--- src/include/arsc_pkg.sv ---
// Constants, field layouts and types of the converter read sequencer control.
// Assumes a 10 MHz MCLK and a register port driven by the serial control block.
// Behaviour
// - Converter powered up only while conv_enable set.
// - Writing conv_seq_start requests a general sequence.
// - Continuous repeats general sequences; else one per start.
// - Pending touch start served before general start.
// - General hold pauses sequencer; host holds while reading.
// - General sequence runs slot 0 to last slot.
// - Bit 8 selects manual LED control.
// - Touch path powered only while touch_enable set.
// - Writing touch_seq_start requests a touch sequence.
// - Touch continuous repeats; else one per start.
// - Touch hold pauses sequencer while host reads.
// - Touch sequence uses own last slot index.
// - Bit 20 enables pen detect; host clears touch_enable.
// - Pre delay before first general reading.
// - Inter delay between general readings in a sequence.
// - General post delay only between continuous wraps.
// - Four-bit channel select per result slot 0-5.
// - All control fields reset to zero.
// - Each result stored as 10 bits in slot field.
// - Touch action codes: discharge, X, Y, contact.
package arsc_pkg;

  // ****************************************
  // Register map
  // ****************************************
  localparam logic [5:0]  ADDR_CTRL    = 6'h2b;
  localparam logic [5:0]  ADDR_DELAY   = 6'h2c;
  localparam logic [5:0]  ADDR_SEL     = 6'h2d;
  localparam logic [5:0]  ADDR_TACT    = 6'h2e;
  localparam logic [5:0]  ADDR_RES01   = 6'h2f;
  localparam logic [5:0]  ADDR_RES23   = 6'h30;
  localparam logic [5:0]  ADDR_RES45   = 6'h31;
  localparam logic [23:0] REG_RESET    = 24'h000000;
  localparam int          TACT_POS     = 8;
  localparam int          RES_W        = 10;
  localparam int          SLOTS        = 8;

  // ****************************************
  // Timing
  // ****************************************
  localparam int CLK_PERIOD_NS = 100;
  localparam int DELAY_UNIT_NS = 10000;
  localparam int UNIT_CYCLES   = (DELAY_UNIT_NS + CLK_PERIOD_NS - 1) / CLK_PERIOD_NS;
  localparam int DCNT_W        = 11;

  // ****************************************
  // Types
  // ****************************************
  typedef struct packed {
    logic [2:0] spare_hi;
    logic       pen_detect_enable;
    logic       spare_19;
    logic [2:0] touch_seq_last_slot;
    logic       touch_seq_hold;
    logic       touch_seq_continuous;
    logic       touch_seq_start;
    logic       touch_enable;
    logic [2:0] spare_mid;
    logic       manual_led_control;
    logic       spare_7;
    logic [2:0] conv_seq_last_slot;
    logic       conv_seq_hold;
    logic       conv_seq_continuous;
    logic       conv_seq_start;
    logic       conv_enable;
  } arsc_ctrl_t;

  typedef struct packed {
    logic [3:0] touch_post_delay;
    logic [3:0] touch_inter_delay;
    logic [3:0] touch_pre_delay;
    logic [3:0] conv_post_delay;
    logic [3:0] conv_inter_delay;
    logic [3:0] conv_pre_delay;
  } arsc_delay_t;

  typedef enum logic [1:0] {
    TA_DISCHARGE = 2'h0,
    TA_READ_X    = 2'h1,
    TA_READ_Y    = 2'h2,
    TA_CONTACT   = 2'h3
  } arsc_touch_action_t;

  typedef struct packed {
    logic               touch;
    logic [3:0]         channel;
    arsc_touch_action_t action;
  } arsc_conv_req_t;

  typedef enum logic [3:0] {
    ST_IDLE  = 4'h1,
    ST_DELAY = 4'h2,
    ST_ISSUE = 4'h4,
    ST_BUSY  = 4'h8
  } arsc_state_t;

endpackage

--- src/hdl/arsc_sequencer_control.sv ---
// Converter read sequencer control: registers, delays and slot walk.
// Assumes register port and converter handshake both run on MCLK.
`timescale 1ns/1ps
module arsc_sequencer_control
  import arsc_pkg::*;
(
  // Clock and reset
  input  wire logic            MCLK,
  input  wire logic            RST,
  // Register port from serial control block
  input  wire logic [5:0]      REG_ADDR,
  input  wire logic [23:0]     REG_WDATA,
  input  wire logic            REG_WR,
  input  wire logic            REG_RD,
  output logic      [23:0]     REG_RDATA,
  output logic                 REG_RVALID,
  // Converter handshake
  output logic                 CONV_REQ,
  output arsc_conv_req_t       CONV_REQ_INFO,
  input  wire logic            CONV_DONE,
  input  wire logic [RES_W-1:0] CONV_RESULT,
  // Power and mode levels
  output logic                 CONV_POWER_UP,
  output logic                 TOUCH_POWER_UP,
  output logic                 PEN_DETECT_EN,
  output logic                 MANUAL_LED,
  output logic                 SEQ_BUSY,
  output logic                 SEQ_TOUCH
);

  // ****************************************
  // Declarations
  // ****************************************
  arsc_ctrl_t          ctrl_r;
  arsc_delay_t         dly_r;
  logic [23:0]         sel_r;
  logic [23:0]         tact_r;
  logic [RES_W-1:0]    result_r [SLOTS];
  arsc_state_t         state_r;
  logic                touch_r;
  logic [2:0]          slot_r;
  logic [DCNT_W-1:0]   cnt_r;
  logic [RES_W-1:0]    pend_r;
  logic                pend_v_r;
  logic                hold;
  logic                run_en;
  logic                abort;
  logic                commit;
  logic                last;
  logic                seq_end;
  logic                go_touch;
  logic                go_conv;
  logic                pick_t;
  logic                pick_c;
  logic                wrap;
  logic [3:0]          inter_d;
  logic [3:0]          post_d;

  // Cycles loaded for a delay of u units, counted down to zero
  function automatic logic [DCNT_W-1:0] dly_load(input logic [3:0] u);
    dly_load = DCNT_W'(32'(u) * UNIT_CYCLES - 1);
  endfunction

  // ****************************************
  // Register file
  // ****************************************

  // Control register; a write in the clearing cycle wins over the clear
  always_ff @(posedge MCLK or posedge RST) begin
    if (RST) begin
      ctrl_r <= arsc_ctrl_t'(REG_RESET);
    end else if (REG_WR && REG_ADDR == ADDR_CTRL) begin
      ctrl_r <= arsc_ctrl_t'(REG_WDATA);
    end else begin
      if (pick_t) begin
        ctrl_r.touch_seq_start <= 1'b0;
      end
      if (pick_c) begin
        ctrl_r.conv_seq_start <= 1'b0;
      end
    end
  end

  // Delay, channel select and touch action registers
  always_ff @(posedge MCLK or posedge RST) begin
    if (RST) begin
      dly_r  <= arsc_delay_t'(REG_RESET);
      sel_r  <= REG_RESET;
      tact_r <= REG_RESET;
    end else if (REG_WR) begin
      if (REG_ADDR == ADDR_DELAY) begin
        dly_r <= arsc_delay_t'(REG_WDATA);
      end else if (REG_ADDR == ADDR_SEL) begin
        sel_r <= REG_WDATA;
      end else if (REG_ADDR == ADDR_TACT) begin
        tact_r <= REG_WDATA;
      end
    end
  end

  // Read port; unmapped addresses read zero
  always_ff @(posedge MCLK or posedge RST) begin
    if (RST) begin
      REG_RDATA  <= REG_RESET;
      REG_RVALID <= 1'b0;
    end else begin
      REG_RVALID <= REG_RD;
      if (!REG_RD) begin
        REG_RDATA <= REG_RDATA;
      end else if (REG_ADDR == ADDR_CTRL) begin
        REG_RDATA <= 24'(ctrl_r);
      end else if (REG_ADDR == ADDR_DELAY) begin
        REG_RDATA <= 24'(dly_r);
      end else if (REG_ADDR == ADDR_SEL) begin
        REG_RDATA <= sel_r;
      end else if (REG_ADDR == ADDR_TACT) begin
        REG_RDATA <= tact_r;
      end else if (REG_ADDR == ADDR_RES01) begin
        REG_RDATA <= {result_r[1], 2'h0, result_r[0], 2'h0};
      end else if (REG_ADDR == ADDR_RES23) begin
        REG_RDATA <= {result_r[3], 2'h0, result_r[2], 2'h0};
      end else if (REG_ADDR == ADDR_RES45) begin
        REG_RDATA <= {result_r[5], 2'h0, result_r[4], 2'h0};
      end else begin
        REG_RDATA <= REG_RESET;
      end
    end
  end

  // ****************************************
  // Sequencer decisions
  // ****************************************

  // Which sequence runs next and when the running one ends
  always_comb begin
    hold     = ctrl_r.conv_seq_hold | ctrl_r.touch_seq_hold;
    run_en   = touch_r ? ctrl_r.touch_enable : ctrl_r.conv_enable;
    abort    = (state_r != ST_IDLE) && !run_en;
    commit   = (state_r == ST_BUSY) && pend_v_r && !hold && !abort;
    last     = slot_r == (touch_r ? ctrl_r.touch_seq_last_slot : ctrl_r.conv_seq_last_slot);
    seq_end  = commit && last;
    go_touch = ctrl_r.touch_seq_start && ctrl_r.touch_enable;
    go_conv  = ctrl_r.conv_seq_start && ctrl_r.conv_enable;
    // Touch start takes precedence, also at the end of a general sequence
    pick_t   = !hold && go_touch && ((state_r == ST_IDLE) || (seq_end && !touch_r));
    pick_c   = !hold && go_conv && !go_touch && (state_r == ST_IDLE);
    wrap     = seq_end && !pick_t &&
               (touch_r ? ctrl_r.touch_seq_continuous : ctrl_r.conv_seq_continuous);
    inter_d  = touch_r ? dly_r.touch_inter_delay : dly_r.conv_inter_delay;
    post_d   = touch_r ? dly_r.touch_post_delay : dly_r.conv_post_delay;
  end

  // ****************************************
  // Sequencer state
  // ****************************************

  // Slot walk with delays; a zero delay goes straight to the request
  always_ff @(posedge MCLK or posedge RST) begin
    if (RST) begin
      state_r <= ST_IDLE;
      touch_r <= 1'b0;
      slot_r  <= 3'h0;
      cnt_r   <= '0;
    end else if (abort) begin
      state_r <= ST_IDLE;
    end else if (pick_t) begin
      touch_r <= 1'b1;
      slot_r  <= 3'h0;
      cnt_r   <= dly_load(dly_r.touch_pre_delay);
      state_r <= (dly_r.touch_pre_delay == 4'h0) ? ST_ISSUE : ST_DELAY;
    end else if (pick_c) begin
      touch_r <= 1'b0;
      slot_r  <= 3'h0;
      cnt_r   <= dly_load(dly_r.conv_pre_delay);
      state_r <= (dly_r.conv_pre_delay == 4'h0) ? ST_ISSUE : ST_DELAY;
    end else if (!hold) begin
      case (state_r)
        ST_DELAY: begin
          if (cnt_r == '0) begin
            state_r <= ST_ISSUE;
          end else begin
            cnt_r <= cnt_r - 1'b1;
          end
        end
        ST_ISSUE: begin
          state_r <= ST_BUSY;
        end
        ST_BUSY: begin
          if (commit && !last) begin
            slot_r  <= slot_r + 3'h1;
            cnt_r   <= dly_load(inter_d);
            state_r <= (inter_d == 4'h0) ? ST_ISSUE : ST_DELAY;
          end else if (wrap) begin
            slot_r  <= 3'h0;
            cnt_r   <= dly_load(post_d);
            state_r <= (post_d == 4'h0) ? ST_ISSUE : ST_DELAY;
          end else if (seq_end) begin
            state_r <= ST_IDLE;
          end
        end
        default: begin
          state_r <= state_r;
        end
      endcase
    end
  end

  // Result waiting to be stored; held back while a hold is set
  always_ff @(posedge MCLK or posedge RST) begin
    if (RST) begin
      pend_r   <= '0;
      pend_v_r <= 1'b0;
    end else if (CONV_DONE && state_r == ST_BUSY) begin
      pend_r   <= CONV_RESULT;
      pend_v_r <= 1'b1;
    end else if (commit || abort) begin
      pend_v_r <= 1'b0;
    end
  end

  // Result slots
  always_ff @(posedge MCLK or posedge RST) begin
    if (RST) begin
      for (int i = 0; i < SLOTS; i++) begin
        result_r[i] <= '0;
      end
    end else if (commit) begin
      result_r[slot_r] <= pend_r;
    end
  end

  // ****************************************
  // Outputs
  // ****************************************

  // Conversion request pulse with slot channel and touch action
  always_ff @(posedge MCLK or posedge RST) begin
    if (RST) begin
      CONV_REQ      <= 1'b0;
      CONV_REQ_INFO <= '0;
    end else begin
      CONV_REQ <= (state_r == ST_ISSUE) && !hold && !abort;
      if (state_r == ST_ISSUE) begin
        CONV_REQ_INFO.touch   <= touch_r;
        CONV_REQ_INFO.channel <= (slot_r < 3'h6) ? sel_r[4*slot_r +: 4] : tact_r[4*(slot_r-3'h6) +: 4];
        CONV_REQ_INFO.action  <= arsc_touch_action_t'(tact_r[TACT_POS + 2*slot_r +: 2]);
      end
    end
  end

  // Power and mode levels
  always_ff @(posedge MCLK or posedge RST) begin
    if (RST) begin
      CONV_POWER_UP  <= 1'b0;
      TOUCH_POWER_UP <= 1'b0;
      PEN_DETECT_EN  <= 1'b0;
      MANUAL_LED     <= 1'b0;
      SEQ_BUSY       <= 1'b0;
      SEQ_TOUCH      <= 1'b0;
    end else begin
      CONV_POWER_UP  <= ctrl_r.conv_enable;
      TOUCH_POWER_UP <= ctrl_r.touch_enable;
      PEN_DETECT_EN  <= ctrl_r.pen_detect_enable;
      MANUAL_LED     <= ctrl_r.manual_led_control;
      SEQ_BUSY       <= state_r != ST_IDLE;
      SEQ_TOUCH      <= touch_r;
    end
  end
endmodule

--- config.mk ---
export PLATFORM = sky130hd
export DESIGN_NAME = arsc_sequencer_control
export DESIGN_NICKNAME = d
export VERILOG_FILES = /design/src/include/arsc_pkg.sv /design/src/hdl/arsc_sequencer_control.sv
export SDC_FILE = /design/constraint.sdc
export NUM_CORES = 1
export LEC_CHECK = 0
export BUFFER_PORTS_ARGS = -buffer_cell sky130_fd_sc_hd__buf_2
export CELL_PAD_IN_SITES_DETAIL_PLACEMENT = 1
export CELL_PAD_IN_SITES_GLOBAL_PLACEMENT = 1
export CORE_AREA = 4 4 158 160
export CTS_CLUSTER_DIAMETER = 80
export DETAILED_ROUTE_END_ITERATION = 12
export DIE_AREA = 0 0 162 164
export GPL_TIMING_DRIVEN = 0
export HOLD_SLACK_MARGIN = 0.03
export MAX_ROUTING_LAYER = met4
export PLACE_DENSITY = 0.85
export SLEW_MARGIN = 20
export SYNTH_ARGS = -nofsm -noshare
export SYNTH_HDL_FRONTEND = slang
export SYNTH_SLANG_ARGS = --single-unit
--- constraint.sdc ---
create_clock -name MCLK -period 12.4 [get_ports MCLK]
set_input_delay 0 -clock MCLK [delete_from_list [all_inputs] [get_ports MCLK]]
set_output_delay 0 -clock MCLK [all_outputs]
set_load 0.02 [all_outputs]
# Word-level counts from Yosys, hierarchy flattened
# Cells that the tools add are included.
# totals
ff_bits,245
input_bits,45
output_inout_bits,39
word_cells,191
# classes
add_sub_neg,8
mul,4
n_lt_le_gt_ge,3
n_eq_ne,19
n_shift,3
n_mux,49
n_bitwise,5
reduce_logical,50
# ops
op,count
2-to-1 mux 24 bit,7
bitwise mux 80 bit,1
2-to-1 mux 11 bit,6
"subtractor 11 x 1 -> 11 bit, second input constant",5
2-to-1 mux 4 bit,11
"== test 6 bit, second input constant",7
"multiplier 4 x 5 -> 9 bit, second input constant",4
2-to-1 mux 3 bit,11
variable part select 24 x 33 -> 4 bit,1
demux 10 bit (select 3 bit),1
variable part select 24 x 6 -> 2 bit,1
variable part select 24 x 6 -> 4 bit,1
case mux 11 bit (2 select lines),1
logical AND 1 bit,21
zero test 4 bit,4
case mux 4 bit (3 select lines),1
AND reduction 4 bit,3
zero test 11 bit,1
2-to-1 mux 10 bit,1
"inequality test 5 bit, second input constant",2
2-to-1 mux 1 bit,9
"inequality test 4 x 1 -> 1 bit, second input constant",2
nonzero test 2 bit,4
nonzero test 4 bit,2
other kinds (24),34

# Longest topological paths before layout
# Gate-level depths: netlist of run 1.
# logic_depth
ltp_word,19
ltp_mapped,14
ltp_nobuf,12

# Worst setup path before layout of run 1
# OpenSTA, ideal clock, no wires.
# synth_path
path_type,register to register
start,reg touch_r
end,reg cnt_r[8]
setup_time_ns,0.132
arrival_ns,3.060
t_required_ns,12.268
setup_slack_ns,9.208
path_stages_with_launch,12
path_buffers,2
period_less_slack_ns,3.192
cell_sequence,dfrtp_1 > buf_4 > buf_2 > mux2i_1 > ha_1 > inv_1 > fa_1 > nor3b_1 > a31oi_1 > or3_1 > a21oi_1 > o211ai_2
# synth_between
elab_chain_cells,14
word_cells_on_any_way,36
cone_classes,2 x add/sub; 2 x mul; 4 x eq/ne; 11 x mux; 1 x bitwise; 16 x reduce/logical
# synth_rtl
element,line,source
"start, declared",arsc_sequencer_control.sv:40,logic touch_r;
"start signal, assigned",arsc_sequencer_control.sv:161,touch_r <= 1'b0;
"start signal, assigned",arsc_sequencer_control.sv:167,touch_r <= 1'b1;
"start signal, assigned",arsc_sequencer_control.sv:172,touch_r <= 1'b0;
branches (longest 14 deep; another with subtractor 11 x 1 -> 11 bit),n/a,
"end signal, assigned",arsc_sequencer_control.sv:169,cnt_r <= dly_load(dly_r.touch_pre_delay);
"end signal, assigned",arsc_sequencer_control.sv:174,cnt_r <= dly_load(dly_r.conv_pre_delay);
"end signal, assigned",arsc_sequencer_control.sv:182,cnt_r <= cnt_r - 1'b1;
"end, declared",arsc_sequencer_control.sv:42,logic [DCNT_W-1:0] cnt_r;
# Parallel ways; which one is timed is not known. The select of a mux whose other input is x is not followed.
# A chain may end at the register's enable or synchronous reset.

# Worst setup path after layout of run 1
# layout_path
start,reg touch_r
end,reg cnt_r[9]
# The elaborated chain is that of the path after synthesis.

==> impl_metrics.toml, run 1 <==
[run_status]
status = "finished clean"

[timing]
hold_viol_final = 0
setup_tns_ps = 0
rsz0062_at_grt = "no"
period_share = 0.339
fin_crit_ps = 4200
relSlewSlack = 0.208
finalSetupViolCount = 0
finalMaxSlewViolations = 0
timing.fmax_ghz = 0.238
finalClockSkew_ps = 33.3
tightest_slew_ps = 1180

[placement]
hpwl_um = 30200
gp_congestion = 0.949
io_buffers = 82
placed_area_um2 = 13400

[floorplan]
fp.dieH_um = 164
dieArea_um2 = 26600
initial_core_util = 0.535
io_pins = 84
die_w_um = 162
row_count = 56
core_area_um2 = 23400

[power]
pwr_density_cell_nw_per_um2 = 168
pwr-share-seq = 0.371
power.internal_uw = 1600
switching_share = 0.351
p_sw_uw = 864
pwr-share-comb = 0.303
p_leak_uw = 0.00690
vdd_drop_max_v = 0.000107
total_power_uw = 2460
p_clk_frac = 0.326

[setup_path]
worstSetupStartpointType = "register"
crit_path_end_kind = "register"
crit_required_ps = 12780
critPathMaxFanout = 10
cp.arrival_ps = 4580
r2r_cells = 12
crit_type = "register to register"

[clocking]
post_cts_buffers = 0
numCtsBuffers = 25
clock_latency_ps = 560
post_cts_resized = 0
cts-root-buf = "clkbuf_16"
cts_tree = "done"
clk_pin_slew_ps = 70
h-tree-depth = 1
cts.sinks = 225
cts_buffer_depth = 3

[synthesis]
ys_seq_area_frac = 0.450
synth_most_common_cell = "dfrtp_1"
synthesis.instances = 1061
synth_common_cells = "dfrtp_1 (224), mux2_2 (177), nand2_1 (63)"
avgSynthCellArea_um2 = 11.8
ys_ff_latch = 225
synth_edf_count = 0
ys_types = 75
synth.area.top_cells = "dfrtp_1 (45%), mux2_2 (16%), ha_1 (5.8%)"
ys_warn_count = 0
yosysTopAreaCell = "dfrtp_1"
ys_dominant_reg_cell = "dfrtp_1"
netlist_area_um2 = 12500
synth_top_cell_area_share = 0.447
syn_nets = 1168
async_flop_share = 1.00

[hold_path]
hold_path_class = "input port to register"
min_path_cells = 3

[finish]
final_nets = 1317
fillers = 2412
final_area_um2 = 14700
areaGrowthSynthToFinish_pct = 17.1
drive_gt1_frac = 0.290

[route]
via_per_inst = 6.59
final_antenna_net_count = 0
drt-total-wl_um = 44700
dr.pass1.iters = 9
drt_iter0_markers = 971
drc = 0
post_drt_wl_per_cell_um = 28.9
vias = 10215

[global_routing]
grt_use_total = 0.350
grt_pass1_wl_um = 68500
antenna_found_initial = 2
grt_pass1_vias = 11016
globalRoute.totalOverflow = 0
grt_max_degree = 98

[flow_run]
drv_cap = 0
==> cells in the final DEF, fill, tap and decap left out, drive strengths merged, types with 8 or more instances in the layout <==
cell type,count
mux2i,30
o21ai,36
dfrtp,224
o211ai,8
xor2,16
nor2b,11
mux4,28
nor2,47
ha,58
a21oi,52
a31oi,21
clkbuf,79
inv,40
nand3,22
nor3,8
dlygate4sd3,38
xnor2,23
nand2,64
a222oi,20
mux2,177
buf,96
==> power groups by stage <==
stage               Sequential [µW]  Combinational, µW  Clock [µW]
floorplan                       897                511           0
global placement                911                686           0
finish                          913                747         804
CTS                             907                737         804
detailed placement              917                716           0
global route                    920                817         839
==> repair_timing <==
action / in CTS / in global routing
hold buffers: 38 / 0
endpoints found under the setup margin: 0 / 0
hold endpoints to repair: 235 / 0
==> critical path, stage by stage, from the launching register on <==
cell	delay (ps)
dfrtp_1	370
buf_4	240
buf_2	360
mux2i_1	850
ha_1	280
inv_1	70
fa_1	590
nor3b_1	350
o2111ai_1	200
xnor2_1	200
mux2i_1	120
o2111ai_1	270
a31oi_1	110
==> final timing paths <==
check                                from            end  slack [ps]
worst max register to register    touch_r       cnt_r[9]        8200
min in group asynchronous             RST       cnt_r[8]         620
worst min register to register  ctrl_r[0]  CONV_POWER_UP         390
max in group asynchronous             RST  REG_RDATA[18]       10540
worst min-delay path               REG_WR      dly_r[19]         140
worst max-delay path              touch_r       cnt_r[9]        8200
==> state kept, by name (all words and copies together) (netlist names), 4 cells and up <==
| signal | cells |
|---|---|
| result_r | 60 |
| REG_RDATA | 24 |
| ctrl_r | 24 |
| dly_r | 24 |
| sel_r | 24 |
| tact_r | 24 |
| cnt_r | 11 |
| pend_r | 10 |
| CONV_REQ_INFO | 7 |
| state_r | 4 |
==> cell families after synthesis <==
logic type / Yosys count / share of synthesized area
AOI/OAI and AO/OA: 199 / 0.108
xor gates and xnor gates: 39 / 0.0273
adders and majority gates: 62 / 0.0643
buffers and inverters: 94 / 0.0299
DFF: 225 / 0.450
muxes: 235 / 0.233
and+or+nand+nor: 207 / 0.0873
==> cell type report <==
type	instances	area [µm²]	area share
Inverter	40	158	0.0107
Tap cell	319	399	0.0272
Clock buffer	37	731	0.0498
Clock inverter	9	146	0.00998
Sequential cell	225	5630	0.384
Timing Repair Buffer	122	846	0.0577
Antenna cell	2	5.00	0.000341
Multi-Input combinational cell	742	6530	0.445
Buffer	54	224	0.0153
==> layer usage <==
layer  vias to the layer above  global-route usage  wire [µm]
met5                         -                   -          0
met4                         0               0.152       2140
met3                       151              0.0647       3620
met2                       569               0.562      21400
met1                      5242               0.440      17500
li1                       4253                   -          -
==> through the flow <==
step | utilization | hold WS, ps | std cells | setup WS, ps
finish | 0.627 | 138 | 1550 | 8200
global route | 0.627 | 111 | 1550 | 7890
CTS | 0.626 | 91.8 | 1548 | 8190
detailed placement | 0.573 | 11.9 | 1464 | 8260
global placement | 0.570 | 145 | 1462 | 3670
floorplan | - | 31.4 | 1061 | 6240
Note: power is estimated with default switching activity, not from simulation.
==> run 2, diff against run 1 <==
CORE_AREA = 4 4 164 166   (was 4 4 158 160)
DIE_AREA = 0 0 168 170   (was 0 0 162 164)
PLACE_DENSITY = 0.8   (was 0.85)
clock period = 4.15 ns   (was 12.4 ns; I/O delays follow)
==> impl_metrics.toml, run 2 (same netlist as run 1, synthesis figures left out) <==
[setup_path]
cp_top_family = "adder cells"
r2r_end = "cnt_r[10]"
critPathMaxFanout = 10
crit_path_end_kind = "register"
cp_num_buf_inv = 3
regToRegStartpoint = "touch_r"
crit_top_cell = "ha_1"
rrSetupSlack_ps = 310
crit_chain = "buf_4 -> clkbuf_4 -> mux2i_2 -> ha_1 -> ha_1 -> inv_1 -> fa_1 -> nor3b_1 -> and3_1 -> a311o_1 -> nand3_1 -> a21oi_1 -> o211ai_1"
cp.arrival_ps = 4250
r2r_cells = 13
crit_type = "register to register"
cp_slowest_cell = "fa_1"
critical-path-max-stage-delay_ps = 540
crit_required_ps = 4560
worstSetupStartpointType = "register"

[finish]
drive_gt1_frac = 0.298
largest_register_ffs = 60
top_register = "result_r"
final_nets = 1321
layout_common_cells = "dfrtp_1 (224), mux2_2 (177), buf_2 (89)"
mostFrequentLayoutCell = "dfrtp_1"
antenna_cells = 0
finalNonFillerCells = 1568
fillers = 2633
areaGrowthSynthToFinish_pct = 17.8

[timing]
timing.fmax_ghz = 0.260
rsz0062_at_grt = "no"
whs_ps = 79.4
setup_tns_ps = 0
finalSetupViolCount = 0
fin_crit_ps = 3840
hold_viol_final = 0
finalClockSkew_ps = 35.4
layout_setup_ws_ps = 306
period_share = 0.926
finalMaxSlewViolations = 0
tightest_slew_ps = 1120
relSlewSlack = 0.255

[power]
pwr_density_cell_nw_per_um2 = 494
vdd_drop_max_v = 0.000382
p_leak_uw = 0.00692

[route]
post_drt_wl_per_cell_um = 27.9
dr.pass1.iters = 6
drt_iter0_markers = 1077
drc = 0
final_antenna_net_count = 0
drt-total-wl_um = 43700
vias = 10139
via_per_inst = 6.47

[clocking]
h-tree-depth = 1
clk_pin_slew_ps = 60
cts_buffer_depth = 3
cts_tree = "done"
cts.sinks = 225
numCtsBuffers = 25
clock_latency_ps = 560
cts-root-buf = "clkbuf_16"

[run_status]
status = "finished clean"

[floorplan]
initial_core_util = 0.489
die_w_um = 168
row_count = 59
dieArea_um2 = 28600
fp.dieH_um = 170
io_pins = 84
core_area_um2 = 25600

[hold_path]
hold_path_class = "input port to asynchronous set/reset pin"

[global_routing]
grt_use_total = 0.314
antenna_found_initial = 0
globalRoute.totalOverflow = 0
grt_pass1_vias = 10702
grt_max_degree = 35
grt_pass1_wl_um = 67200

[placement]
dp.cells = 1485
io_buffers = 82
gp_congestion = 0.927
hpwl_um = 30300
dp_slack_ps = -42.0

[flow_run]
drv_cap = 0
[run 2: changes by cell type in the layout (fill, tap and decap cells not counted), moves of 2 or more]
cell        delta
buf_12         +6
clkinv_2       +3
clkinv_4       -3
clkinvlp_4     +2
diode_2        -2
mux2i_1        -5
mux2i_2        +4
[run 2: layout make-up]
cell class	count	area, µm²	area share
multi-input cells	742	6560	0.445
flip-flops and latches	225	5630	0.382
repair buffers	126	928	0.0629
clock buffers	36	717	0.0486
well taps	335	419	0.0284
plain buffers	54	226	0.0153
inverters	40	154	0.0104
clock inverters	10	121	0.00822
[run 2: layer usage]
metal	global-route usage	vias up	wire (µm)
met5	-	-	0
met4	0.108	0	1670
met3	0.0562	133	3420
met2	0.500	498	21000
met1	0.410	5237	17600
li1	-	4271	-
[run 2: worst max-delay path by stage]
stage	start	to	slack, ps	depth (start not counted)
final	touch_r	cnt_r[10]	310	13
after global placement	RST	REG_RDATA[22]	-210	2
after CTS	touch_r	cnt_r[10]	50	13
after global routing	touch_r	cnt_r[9]	40	13
after floorplan	touch_r	cnt_r[8]	960	11
after detailed placement	touch_r	cnt_r[9]	-40	12
[run 2: worst reg2reg max path, cell delays in order, from the launching register on]
cell	delay [ps]
dfrtp_1	350
buf_4	250
clkbuf_4	390
mux2i_2	510
ha_1	240
ha_1	210
inv_1	70
fa_1	540
nor3b_1	260
and3_1	270
a311o_1	180
nand3_1	70
a21oi_1	250
o211ai_1	120
[run 2: timing repair]
item / 4_1_cts / 5_1_grt
resized for setup: 1 / 7
setup endpoints to repair: 1 / 3
setup buffers: 0 / 0
endpoints found under the hold margin: 206 / 0
hold buffers: 37 / 0
[run 2: metrics by stage]
stage	total power, µW	cell area [µm²]	utilization
6_report	7290	14800	0.576
5_1_grt	7640	14800	0.576
2_1_floorplan	4210	12500	-
3_5_place_dp	4900	13500	0.527
3_3_place_gp	4800	13400	0.522
4_1_cts	7240	14700	0.575
[run 2: where the power goes]
| group | switching (µW) | total (µW) | internal [µW] |
|---|---|---|---|
| Combinational | 1310 | 2260 | 954 |
| Sequential | 294 | 2730 | 2430 |
| Clock | 966 | 2300 | 1330 |
==> run 3, diff against run 2 <==
CORE_AREA = 4 4 182 184   (was 4 4 164 166)
DIE_AREA = 0 0 186 188   (was 0 0 168 170)
PLACE_DENSITY = 0.67   (was 0.8)
==> impl_metrics.toml, run 3 (same netlist as run 1, synthesis figures left out) <==
[global_routing]
antenna_found_initial = 0
grt_pass1_vias = 10020
grt_use_total = 0.238
grt_pass1_wl_um = 62200
grt_max_degree = 34
globalRoute.totalOverflow = 0

[placement]
io_buffers = 82
gp_congestion = 0.917
hpwl_um = 30700
placed_area_um2 = 13600

[setup_path]
path_depth = 12
r2r_cells = 12
crit_chain = "buf_4 -> clkbuf_4 -> mux2i_2 -> ha_1 -> inv_1 -> fa_1 -> nor3b_1 -> o2111ai_1 -> xnor2_1 -> mux2i_1 -> o2111ai_1 -> a31oi_1"
crit_required_ps = 4550
crit_path_end_kind = "register"
cp_top_family = "adder cells"
critPathMaxFanout = 10
crit_type = "register to register"
cp_slowest_cell = "fa_1"
r2r_end = "cnt_r[9]"
cp.arrival_ps = 4330
worstSetupStartpointType = "register"
cp_num_buf_inv = 3
rrSetupSlack_ps = 210
critical-path-max-stage-delay_ps = 600
crit_top_cell = "o2111ai_1"
regToRegStartpoint = "touch_r"

[power]
p_leak_uw = 0.00692
vdd_drop_max_v = 0.000282
pwr_density_cell_nw_per_um2 = 487

[timing]
relSlewSlack = 0.246
finalSetupViolCount = 0
setup_tns_ps = 0
fin_crit_ps = 3940
hold_viol_final = 0
timing.fmax_ghz = 0.254
tightest_slew_ps = 1130
finalMaxSlewViolations = 0
period_share = 0.949
rsz0062_at_grt = "no"
finalClockSkew_ps = 14.1

[clocking]
cts.sinks = 225
clock_latency_ps = 550
numCtsBuffers = 26
cts_buffer_depth = 3
h-tree-depth = 1
clk_pin_slew_ps = 60
cts-root-buf = "clkbuf_16"
cts_tree = "done"

[route]
via_per_inst = 5.84
vias = 9562
post_drt_wl_per_cell_um = 24.9
wl_met3_um = 1860
highest_layer = "met4"
drc = 0
dr.pass1.iters = 5
met1Wirelength_um = 18600
final_antenna_net_count = 0
drt-total-wl_um = 40700
drt_iter0_markers = 636
dr_wl_met2_um = 19400

[run_status]
status = "finished clean"

[finish]
layout_common_cells = "dfrtp_1 (224), mux2_2 (177), buf_2 (89)"
largest_register_ffs = 60
fillers = 3360
areaGrowthSynthToFinish_pct = 18.4
top_register = "result_r"
drive_gt1_frac = 0.299
final_nets = 1322
final_area_um2 = 14800
mostFrequentLayoutCell = "dfrtp_1"
antenna_cells = 0

[hold_path]
hold_path_class = "input port to asynchronous set/reset pin"

[floorplan]
fp.dieH_um = 188
core_area_um2 = 31400
initial_core_util = 0.399
dieArea_um2 = 35000
die_w_um = 186
io_pins = 84
row_count = 65

[flow_run]
drv_cap = 0
[run 3: metrics by stage]
stage          power, µW  instances  setup WS [ps]  hold WS [ps]   util
2_1_floorplan       4210       1061            958          31.4      -
3_3_place_gp        4840       1545           -428           167  0.428
5_1_grt             7630       1636           29.5          84.1  0.473
6_report            7220       1636            212          69.7  0.473
3_5_place_dp        4920       1552          -16.4          93.1  0.433
4_1_cts             7250       1636           24.5          88.4  0.472
[run 3: layout make-up]
type,count,area [µm²],share of cell area
sequential,225,5630,0.380
multi-input combinational,742,6560,0.442
clock inverter,10,92.6,0.00624
tap,402,503,0.0339
inverter,40,154,0.0104
buffer,54,226,0.0153
clock buffer,37,752,0.0507
timing repair buffer,126,921,0.0621
[run 3: timing repair]
item	4_1_cts	5_1_grt
gates cloned	0	0
hold buffers	37	0
setup endpoints to repair	1	2
hold endpoints to repair	184	0
gates resized for setup	5	3
setup buffers	0	0
[run 3: layer usage]
layer / track usage / up-vias
met1: 0.339 / 5020
met3: 0.0260 / 54
li1: - / 4268
met5: - / -
met4: 0.0533 / 0
met2: 0.370 / 220
[run 3: tightest hold or removal path, stage by stage]
cell,delay (ps)
dlygate4sd3_1,530
buf_2,130
clkinvlp_4,380
[run 3: where the power goes]
| group | leakage (µW) | switching (µW) | internal [µW] |
|---|---|---|---|
| clock | 0.000419 | 947 | 1320 |
| combinational | 0.00351 | 1290 | 949 |
| sequential | 0.00300 | 284 | 2430 |
| total | 0.00692 | 2520 | 4700 |
[run 3: worst max path at each step]
stage | slack, ps | start | to
floorplan | 960 | touch_r | cnt_r[8]
CTS | 20 | touch_r | cnt_r[10]
global placement | -430 | RST | REG_RDATA[22]
finish | 210 | touch_r | cnt_r[9]
detailed placement | -20 | touch_r | cnt_r[10]
global route | 30 | touch_r | cnt_r[10]
